===== src/common/prv_pkg.sv =====
package prv_pkg;
   localparam int CLK_NS = 10;
   // Servo-on to first pulse, more than 40 ms
   localparam int SRV_WAIT_US = 40000;
   localparam int SRV_WAIT_CYC = SRV_WAIT_US * 1000 / CLK_NS + 1;
   // Clear held longer than 200 us
   localparam int CLR_HOLD_US = 200;
   localparam int CLR_HOLD_CYC = CLR_HOLD_US * 1000 / CLK_NS + 1;
   // Extra noise filter window, longest time, rounds down
   localparam int FILT_NS = 500;
   localparam int FILT_CYC = FILT_NS / CLK_NS;
   // Least half periods: 500 kpps line driver, 200 kpps open collector
   localparam int LD_HALF_NS = 1000;
   localparam int OC_HALF_NS = 2500;
   localparam logic [15:0] LD_HALF_CYC = 16'((LD_HALF_NS + CLK_NS - 1) / CLK_NS);
   localparam logic [15:0] OC_HALF_CYC = 16'((OC_HALF_NS + CLK_NS - 1) / CLK_NS);
   // Motor feedback: 32768 P/R, quadrupled
   localparam int FB_PPR = 32768;
   localparam int FB_MULT = 4;
   localparam int FB_CPR = FB_PPR * FB_MULT;
   localparam int GEAR_W = 16;
   localparam logic [15:0] GEAR_RST = 16'h0001;
   localparam int ERR_W = 32;
   localparam int ACC_W = 19;
   typedef enum logic [1:0] {PRV_SIGN = 2'h0, PRV_FWDREV = 2'h1, PRV_QUAD = 2'h2} prv_form_t;
   typedef enum logic [1:0] {PRV_X1 = 2'h0, PRV_X2 = 2'h1, PRV_X4 = 2'h2} prv_mult_t;
   // Host register map (byte addresses)
   localparam logic [3:0] ADDR_CTRL = 4'h0;
   localparam logic [3:0] ADDR_PERIOD = 4'h4;
   localparam logic [3:0] ADDR_COUNT = 4'h8;
   localparam logic [3:0] ADDR_STATUS = 4'hc;
   localparam int CTRL_SRV = 0;
   localparam int CTRL_CLR = 1;
   localparam int CTRL_DIR = 2;
   localparam int CTRL_OC = 3;
   localparam int CTRL_FORM = 4;
   localparam logic [5:0] CTRL_RST = 6'h00;
   localparam logic [15:0] PERIOD_RST = 16'h0064;
   typedef enum logic [2:0] {HS_OFF = 3'b001, HS_WAIT = 3'b010, HS_READY = 3'b100} prv_hstate_t;
endpackage


===== src/common/prv_link_if.sv =====
`timescale 1ns/1ns
`default_nettype none
interface prv_link_if;
   logic servoOn;
   logic refPulse;
   logic refSign;
   logic clearOffset;
   modport dev (input servoOn, input refPulse, input refSign, input clearOffset);
   modport host (output servoOn, output refPulse, output refSign, output clearOffset);
endinterface
`default_nettype wire


===== src/prv_ref_dev.sv =====
`timescale 1ns/1ns
`default_nettype none
module prv_ref_dev
   import prv_pkg::*;
#(
   parameter int SRV_WAIT = SRV_WAIT_CYC
)(
   input wire logic clk,
   input wire logic rst_b,
   prv_link_if.dev link,
   input wire logic [1:0] cfgForm,
   input wire logic [1:0] cfgMult,
   input wire logic cfgFilter,
   input wire logic [GEAR_W-1:0] gearNumIn,
   input wire logic [GEAR_W-1:0] gearDenIn,
   input wire logic fbStep,
   input wire logic fbRev,
   output logic signed [ERR_W-1:0] posError,
   output logic posLoopEn,
   output logic refReady
);
   logic [3:0] sync1_r;
   logic [3:0] sync2_r;
   logic [3:0] sync3_r;
   logic [3:0] clean_r;
   logic [3:0] prev_r;
   logic [6:0] stab_r [2];
   logic [31:0] srvCnt_r;
   logic gearLoaded_r;
   logic [GEAR_W-1:0] gearNum_r;
   logic [GEAR_W-1:0] gearDen_r;
   logic signed [ACC_W-1:0] acc_r;
   logic signed [ERR_W-1:0] err_r;
   logic loopEn_r;
   logic ready_r;

   wire logic [3:0] agree = ~(sync2_r ^ sync3_r);
   wire logic a = clean_r[0];
   wire logic b = clean_r[1];
   wire logic aRise = a & ~prev_r[0];
   wire logic bRise = b & ~prev_r[1];
   wire logic aEdge = a ^ prev_r[0];
   wire logic bEdge = b ^ prev_r[1];
   wire logic srvOn = clean_r[2];
   wire logic clearIn = clean_r[3];
   wire logic signStep = aRise;
   wire logic signUp = b;
   wire logic frStep = aRise ^ bRise;
   wire logic frUp = aRise;
   wire logic aUp = a ^ b;
   wire logic bUp = ~(a ^ b);
   wire logic q1Step = aRise;
   wire logic q2Step = aEdge;
   wire logic q4Step = aEdge ^ bEdge;
   wire logic q1Up = ~b;
   wire logic q4Up = aEdge ? aUp : bUp;
   wire logic qStep = (cfgMult == PRV_X4) ? q4Step : (cfgMult == PRV_X2) ? q2Step : q1Step;
   wire logic qUp = (cfgMult == PRV_X4) ? q4Up : (cfgMult == PRV_X2) ? aUp : q1Up;
   wire logic rawStep = (cfgForm == PRV_QUAD) ? qStep : (cfgForm == PRV_FWDREV) ? frStep : signStep;
   wire logic rawUp = (cfgForm == PRV_QUAD) ? qUp : (cfgForm == PRV_FWDREV) ? frUp : signUp;
   wire logic step = rawStep & ready_r & ~clearIn;
   wire logic srvDone = srvCnt_r >= 32'(SRV_WAIT);
   wire logic signed [ACC_W-1:0] numS = ACC_W'(gearNum_r);
   wire logic signed [ACC_W-1:0] denS = ACC_W'(gearDen_r);
   // Remainder drains one unit of denominator per count
   wire logic drainUp = acc_r >= denS;
   wire logic drainDn = acc_r <= -denS;
   wire logic signed [ACC_W-1:0] accAdd = step ? (rawUp ? numS : -numS) : '0;
   wire logic signed [ACC_W-1:0] accSub = drainUp ? denS : drainDn ? -denS : '0;
   wire logic signed [ERR_W-1:0] cmdInc = drainUp ? ERR_W'(1) : drainDn ? -ERR_W'(1) : '0;
   wire logic signed [ERR_W-1:0] fbInc = fbStep ? (fbRev ? -ERR_W'(1) : ERR_W'(1)) : '0;

   // Three stages; only stages two and three are compared
   always_ff @(posedge clk)
   begin
      if (!rst_b)
      begin
         sync1_r <= 4'h0;
         sync2_r <= 4'h0;
         sync3_r <= 4'h0;
      end
      else
      begin
         sync1_r <= {link.clearOffset, link.servoOn, link.refSign, link.refPulse};
         sync2_r <= sync1_r;
         sync3_r <= sync2_r;
      end
   end

   // Pulse lines need a stable window when filtered
   always_ff @(posedge clk)
   begin
      if (!rst_b)
      begin
         stab_r[0] <= 7'h00;
         stab_r[1] <= 7'h00;
      end
      else
      begin
         for (int i = 0; i < 2; i++)
         begin
            if (!agree[i] || sync3_r[i] == clean_r[i])
               stab_r[i] <= 7'h00;
            else if (stab_r[i] != 7'h7f)
               stab_r[i] <= stab_r[i] + 7'h01;
         end
      end
   end

   // Unfiltered path follows within four cycles
   always_ff @(posedge clk)
   begin
      if (!rst_b)
      begin
         clean_r <= 4'h0;
         prev_r <= 4'h0;
      end
      else
      begin
         prev_r <= clean_r;
         for (int i = 0; i < 4; i++)
         begin
            if (agree[i] && (i > 1 || !cfgFilter || stab_r[i % 2] >= 7'(FILT_CYC - 1)))
               clean_r[i] <= sync3_r[i];
         end
      end
   end

   always_ff @(posedge clk)
   begin
      if (!rst_b)
         srvCnt_r <= 32'h0;
      else if (!srvOn)
         srvCnt_r <= 32'h0;
      else if (!srvDone)
         srvCnt_r <= srvCnt_r + 32'h1;
   end

   // Gear terms taken once after reset release
   always_ff @(posedge clk)
   begin
      if (!rst_b)
      begin
         gearLoaded_r <= 1'b0;
         gearNum_r <= GEAR_RST;
         gearDen_r <= GEAR_RST;
      end
      else if (!gearLoaded_r)
      begin
         gearLoaded_r <= 1'b1;
         gearNum_r <= (gearNumIn == '0) ? GEAR_RST : gearNumIn;
         gearDen_r <= (gearDenIn == '0) ? GEAR_RST : gearDenIn;
      end
   end

   always_ff @(posedge clk)
   begin
      if (!rst_b)
      begin
         acc_r <= '0;
         err_r <= '0;
      end
      else if (clearIn || !gearLoaded_r)
      begin
         acc_r <= '0;
         err_r <= '0;
      end
      else
      begin
         acc_r <= acc_r + accAdd - accSub;
         err_r <= err_r + cmdInc - fbInc;
      end
   end

   // Loop disabled while clear is active
   always_ff @(posedge clk)
   begin
      if (!rst_b)
      begin
         loopEn_r <= 1'b0;
         ready_r <= 1'b0;
      end
      else
      begin
         loopEn_r <= srvDone & srvOn & ~clearIn;
         ready_r <= srvDone & srvOn & gearLoaded_r;
      end
   end

   assign posError = err_r;
   assign posLoopEn = loopEn_r;
   assign refReady = ready_r;
endmodule
`default_nettype wire


===== src/flat_wrapper.sv =====
// flat-port wrapper written by rule: the top's interface ports become plain ports
module prv_ref_dev_flat import prv_pkg::*;
#(
   parameter int SRV_WAIT = SRV_WAIT_CYC
)
  (clk, rst_b, cfgForm, cfgMult, cfgFilter, gearNumIn, gearDenIn, fbStep, fbRev, posError, posLoopEn, refReady, link_servoOn, link_refPulse, link_refSign, link_clearOffset);
  prv_link_if link_i ();
  input wire logic clk;
  input wire logic rst_b;
  input wire logic [1:0] cfgForm;
  input wire logic [1:0] cfgMult;
  input wire logic cfgFilter;
  input wire logic [GEAR_W-1:0] gearNumIn;
  input wire logic [GEAR_W-1:0] gearDenIn;
  input wire logic fbStep;
  input wire logic fbRev;
  output logic signed [ERR_W-1:0] posError;
  output logic posLoopEn;
  output logic refReady;
  input wire logic [$bits(link_i.servoOn)-1:0] link_servoOn;
  input wire logic [$bits(link_i.refPulse)-1:0] link_refPulse;
  input wire logic [$bits(link_i.refSign)-1:0] link_refSign;
  input wire logic [$bits(link_i.clearOffset)-1:0] link_clearOffset;
  assign link_i.servoOn = link_servoOn;
  assign link_i.refPulse = link_refPulse;
  assign link_i.refSign = link_refSign;
  assign link_i.clearOffset = link_clearOffset;
  prv_ref_dev #(.SRV_WAIT(SRV_WAIT)) u_core (.clk(clk), .rst_b(rst_b), .link(link_i), .cfgForm(cfgForm), .cfgMult(cfgMult), .cfgFilter(cfgFilter), .gearNumIn(gearNumIn), .gearDenIn(gearDenIn), .fbStep(fbStep), .fbRev(fbRev), .posError(posError), .posLoopEn(posLoopEn), .refReady(refReady));
endmodule

===== config.mk =====
export PLATFORM = sky130hd
export DESIGN_NAME = prv_ref_dev_flat
export DESIGN_NICKNAME = d
export VERILOG_FILES = /design/src/common/prv_pkg.sv /design/src/common/prv_link_if.sv /design/src/prv_ref_dev.sv /design/src/flat_wrapper.sv
export SDC_FILE = /design/constraint.sdc
export NUM_CORES = 1
export LEC_CHECK = 0
export BUFFER_PORTS_ARGS = -buffer_cell sky130_fd_sc_hd__buf_2
export CAP_MARGIN = 40
export CORE_MARGIN = 2
export CORE_UTILIZATION = 45
export CTS_BUF_LIST = sky130_fd_sc_hd__clkbuf_4
export DETAILED_ROUTE_END_ITERATION = 10
export PLACE_DENSITY_LB_ADDON = 0.15
export SYNTH_ARGS = -nofsm -noshare
export SYNTH_HDL_FRONTEND = slang
export SYNTH_SLANG_ARGS = --single-unit

===== constraint.sdc =====
create_clock -name clk -period 28.6 [get_ports clk]
set_input_delay 2.86 -clock clk [delete_from_list [all_inputs] [get_ports clk]]
set_output_delay 2.86 -clock clk [all_outputs]
set_load 0.05 [all_outputs]

# == Word level (Yosys, flattened, before mapping) ==
# Memory sizes are Yosys's and may differ from the RTL's.
# Cells that the tools add are included.
# word_totals
regBits,136
mem_bits_rw,14
input_bits,45
out_inout_bits,34
wordCells,118
n_memories,1
# memory_table
memory,words,word_bits,read_ports,rd_clocked_by_memory_dff,wr,line_no,rtl
u_core.stab_r,2,7,2,0,2,prv_ref_dev.sv:27,logic [6:0] stab_r [2];
# op_classes
n_addsub,10
n_lt_le_gt_ge,5
eq_ne,8
muxes,39
bitwise,24
n_reduce_logical,15
# ops
op,count
$mux 32,4
$mux 19,4
$neg 16->19,3
$add 32x1->32 const B,1
$add 32x32->32,1
$ge 32x22->1 const B,1
$logic_not 16->1,2
$mux 16,2
$sub 32x32->32,1
$mux 7,4
$mux 1,25
$add 19x19->19,1
$ge 19x17->1,1
$le 19x19->1,1
$sub 19x19->19,1
$add 7x1->7 const B,2
$ge 7x6->1 const B,2
$ne 7x7->1 const B,2
$and 1x1->1,7
$not 1->1,6
$logic_or 1x1->1,5
$xor 1x1->1,5
$eq 2x1->1 const B,2
$eq 2x2->1 const B,2
other kinds (8),16

# == Longest topological paths before layout ==
# logic_depth
depth_word,10
mapped_depth,29
mapped_depth_nobuf,28

# == Worst setup path after synthesis ==
# Ideal clock, no wire load.
# synth_timing
path_kind,register -> register
startpoint,register u_core.gearDen_r[2]
endpoint,register u_core.err_r[27] (netlist: u_core.posError[27])
t_arrival_ns,10.385
t_required_ns,28.473
path_slack_ns,18.088
path_stages_with_launch,23
n_path_buf,1
path_cell_list,dfxtp_1 clkbuf_1 nor3_1 nand3_1 nor3_1 nand4_1 xnor2_1 ha_1 nand4_1 nor2_1 a221oi_1 o211ai_1 a221oi_1 fa_1 ha_1 o21ai_0 o21bai_1 a21o_1 a31oi_1 o311a_1 or4_4 nand3_1 or3b_1
# synth_via
elab_chain_len,6
elab_cells_between_ends,7
classes_between,3 x add/sub; 2 x order compare; 2 x mux
# synth_lines
item,line_no,rtl
"start, declared",prv_ref_dev.sv:31,logic [GEAR_W-1:0] gearDen_r;
"start signal, assigned",prv_ref_dev.sv:152,gearDen_r <= (gearDenIn == '0) ? GEAR_RST : gearDenIn;
$neg 16->19,prv_ref_dev.sv:67,wire logic drainDn = acc_r <= -denS;
$le 19x19->1,prv_ref_dev.sv:67,
$mux 32,prv_ref_dev.sv:70,wire logic signed [ERR_W-1:0] cmdInc = drainUp ? ERR_W'(1) : drainDn ? -ERR_W'(1) : '0;
$mux 32 (*),prv_ref_dev.sv:70,
$add 32x32->32 (*),prv_ref_dev.sv:171,err_r <= err_r + cmdInc - fbInc;
$sub 32x32->32 (*),prv_ref_dev.sv:171,
"end signal, assigned",prv_ref_dev.sv:171,
"end, declared",prv_ref_dev.sv:33,logic signed [ERR_W-1:0] err_r;
# Every way passes the cells marked *; elsewhere a longest branch is shown, timed or not.
# A chain may end at the register's enable or synchronous reset.

# == Worst setup path after layout ==
# layout_timing
startpoint,register u_core.gearDen_r[0]
endpoint,register u_core.acc_r[18]
# layout_via
elab_chain_len,5
elab_cells_between_ends,7
classes_between,3 x add/sub; 2 x order compare; 2 x mux
# layout_lines
item,line_no,rtl
$neg 16->19,"prv_ref_dev.sv:67, prv_ref_dev.sv:69",
$le 19x19->1,prv_ref_dev.sv:67,
$mux 19,prv_ref_dev.sv:69,wire logic signed [ACC_W-1:0] accSub = drainUp ? denS : drainDn ? -denS : '0;
$mux 19 (*),prv_ref_dev.sv:69,
$sub 19x19->19 (*),prv_ref_dev.sv:170,acc_r <= acc_r + accAdd - accSub;
"end signal, assigned",prv_ref_dev.sv:170,
"end, declared",prv_ref_dev.sv:32,logic signed [ACC_W-1:0] acc_r;
# Marked as above.

==> out/results.tsv <==
stage	metric	value	unit
cells_and_area	Final Core Density	50.4	%
clocking	CTS Hold Bufs	0	
worst_hold_path	Hold Path Class	register to register	
worst_setup_path	WS Path Type	register to register	
logic_synthesis	post-synth net total	1450	
logic_synthesis	Avg Inst Size Synth	8.61	sq um
clocking	CTS sink count	150	
power	Peak VDD IR	0.0439	mV
clocking	CTS clock-pin slew for the worst setup and hold paths	160	ps
die	I/O pin cnt	79	
routing	Residual DRC	0	
logic_synthesis	post-synth top area cell	dfxtp_1	
routing	Detailed Route WL	24900	microns
logic_synthesis	Post-Synth Simple-Gate Area	21.0	%
worst_setup_path	FF-to-FF setup slack	21150	ps
job	max-cap viol count	0	
logic_synthesis	Post-synth EDFFs	14	
worst_hold_path	Worst Hold End	u_core.sync2_r[0]	
logic_synthesis	post-synthesis xor/xnor area fraction	6.11	%
routing	DRT iter0 DRCs	484	
logic_synthesis	Yosys top cell area share	25.1	%
global_routing	initial antenna violation count	1	
place	Final HPWL DP	19300	microns
timing	post-route clock period utilization	26.1	%
die	die width	159	microns
timing	final hold vios	0	
timing	relative slew slack	48.8	%
outcome	status	finished clean	
timing	RSZ-0062 raised after global routing	false	
global_routing	GRT Overall Usage	19.6	%
cells_and_area	Non-Filler Instances	1664	
logic_synthesis	synth unique cells	62	
timing	Fin Setup TNS	0	ps
place	Placed Area	0.0116	sq mm
power	Cell Pwr Density	103	mW/mm^2
clocking	CTS tree	built	
logic_synthesis	largest family of logic cells by synthesized area	simple AND/OR/NAND/NOR gates	
global_routing	first-pass GRT wire length	40600	microns
timing	skew final	29.2	ps
worst_setup_path	worst-path maximum fanout	37	
cells_and_area	P&R area growth vs syn	9.54	%
clocking	Root Buffer	clkbuf_4	
logic_synthesis	count leader, synth	dfxtp_1	
routing	Avg WL per Cell	15.0	microns
power	Lkg Pwr	5.16	nW
die	Starting Density	46.0	%
logic_synthesis	Mapped Cells	1259	
routing	Final ANT Viol Nets	0	
die	die area	0.0253	sq mm
logic_synthesis	FF+latch count, synth	150	
die	Die H	159	microns
global_routing	vias in the first global route	8180	
logic_synthesis	Netlist Area Pre-Place	0.0108	sq mm
clocking	post-CTS resize count	0	
logic_synthesis	Post-synth ARST share	0	%
worst_hold_path	cell depth of the worst hold path	1	
timing	Slew Limit Fails	0	
cells_and_area	nets	1522	
place	RePlAce Congestion	0.866	
logic_synthesis	synth top area cells	dfxtp_1 25%, ha_1 11%, fa_1 9.1%	
die	Site Rows	56	
worst_setup_path	worst r2r src	u_core.gearDen_r[0]	
worst_hold_path	Hold Startpoint	u_core.sync1_r[0]	
worst_setup_path	Crit path required time	29050	ps
logic_synthesis	post-synthesis compound-gate area fraction	15.3	%
logic_synthesis	mux contribution to synthesized area	3.52	%
place	dpl cells	1631	
worst_setup_path	FF-to-FF End	u_core.acc_r[18]	
worst_setup_path	crit path launch type	register	
clocking	Num CTS Buffers	17	
global_routing	largest net degree at the start of global routing	44	
logic_synthesis	YS warnings	0	
cells_and_area	layout cells sized above 1	9.75	%
place	port bufs	78	
routing	Via density	5.34	
power	total power	1.23	mW
worst_setup_path	critical path endpoint category	register	
worst_setup_path	FF-to-FF path depth	25	
logic_synthesis	Most used DFF post-synth	dfxtp_1	
timing	fin worst setup slack	21150	ps
cells_and_area	design area	0.0119	sq mm
timing	Worst-Margin Slew	763	ps
worst_setup_path	Arrival @ worst endpoint	7910	ps
logic_synthesis	Synth top cells by count	136 x dfxtp_1, 105 x nor2_1, 103 x inv_1	
routing	detailed-route via count	8880	
routing	DRT Pass-1 Iters	5	
clocking	H-Tree Depth	4	
clocking	CTS Buffer Depth	2	
timing	fin crit period	7450	ps
logic_synthesis	Seq/Total Area, Yosys	29.0	%
clocking	setup bufs post-CTS	0	
timing	fmax	0.134	GHz
die	core area	0.0235	sq mm
timing	final setup vio count	0	
logic_synthesis	Post-Synth Adder-Cell Area	20.3	%
place	Post-Place Worst Slack	21240	ps
cells_and_area	number of fill cells	2314	
clocking	Skew-Pair Late Insertion Delay	570	ps
timing	final hold slack	445	ps
global_routing	GRT overflow	0	
-- layout by cell type, fill, tap and decap left out, types with 19 or more instances in the layout --
| cell | instances |
|---|---|
| fa_1 | 49 |
| and2_1 | 28 |
| ha_1 | 97 |
| buf_2 | 78 |
| mux2i_1 | 37 |
| inv_1 | 103 |
| xor2_1 | 19 |
| nand2_1 | 98 |
| and3_1 | 19 |
| dfxtp_1 | 135 |
| nand3_1 | 27 |
| nor2_1 | 105 |
| nor4_1 | 26 |
| xnor2_1 | 54 |
| nor2b_1 | 43 |
| a21oi_1 | 70 |
| o21ai_0 | 80 |
| a21o_1 | 25 |
| nor3_1 | 33 |
-- flip-flops by register name (all words and copies together) (netlist names) --
signal and flops:
u_core.prev_r 2, u_core.stab_r 14, u_core.refReady 1, u_core.srvCnt_r 32, u_core.sync1_r 4, u_core.posLoopEn 1, u_core.gearDen_r 16, u_core.gearNum_r 16
u_core.sync3_r 4, u_core.posError 32, u_core.acc_r 19, u_core.sync2_r 4, u_core.clean_r 4, u_core.gearLoaded_r 1
-- report_power, final --
| group | internal (mW) | switching (mW) | total (mW) |
|---|---|---|---|
| clock network | 0.0454 | 0.0885 | 0.134 |
| registers | 0.242 | 0.0291 | 0.271 |
| logic | 0.331 | 0.490 | 0.822 |
| total | 0.619 | 0.608 | 1.23 |
-- cells by family after synthesis --
kind of cell,count (synthesis)
compound gates,266
xor+xnor,74
fa+ha+maj,146
buf+inv,136
flops,150
mux,38
simple gates,449
-- cell type report --
cell class	count	area, sq um	area share [%]
Multi-Input combinational cell	973	7200	60.7
Sequential cell	150	3140	26.5
Timing Repair Buffer	86	465	3.92
Tap cell	319	399	3.36
Inverter	103	387	3.26
Clock inverter	15	144	1.21
Clock buffer	17	128	1.08
Antenna cell	1	2.50	0.0211
-- layer usage --
layer	up-vias	share of wire [%]	GRT usage, %
li1	4562	-	-
met1	4155	50	27.6
met2	144	46	31.9
met3	19	3.5	2.76
met4	0	0.86	4.42
met5	-	0	0
-- worst max path at each step --
stage	to	slack, ps	from	cells after the start
floorplan	u_core.posError[27]	18090	u_core.gearDen_r[2]	22
global placement	u_core.acc_r[18]	21320	u_core.gearDen_r[0]	25
detailed placement	u_core.acc_r[18]	21240	u_core.gearDen_r[0]	25
CTS	u_core.acc_r[18]	21150	u_core.gearDen_r[0]	25
global route	u_core.acc_r[18]	20360	u_core.gearDen_r[0]	25
finish	u_core.acc_r[18]	21150	u_core.gearDen_r[0]	25
-- critical path, stage by stage, from the launching register on --
cell      delay, ps
dfxtp_1         380
nor3_1          320
nand3_1         240
nor3_1          640
nand4_1         310
xnor2_1         240
ha_1            260
nand4_1         130
nor2_1           70
a221oi_1        270
o211ai_1        190
a221oi_4        240
buf_4           620
inv_1           380
o31ai_1         390
fa_1            480
inv_1            70
ha_1            270
a211oi_1        390
o21ai_0         180
a21oi_1         260
o21ai_0         230
a21o_1          240
a31oi_1         200
nor2_1           50
mux2_2          270
(Power assumes the default switching activity.)
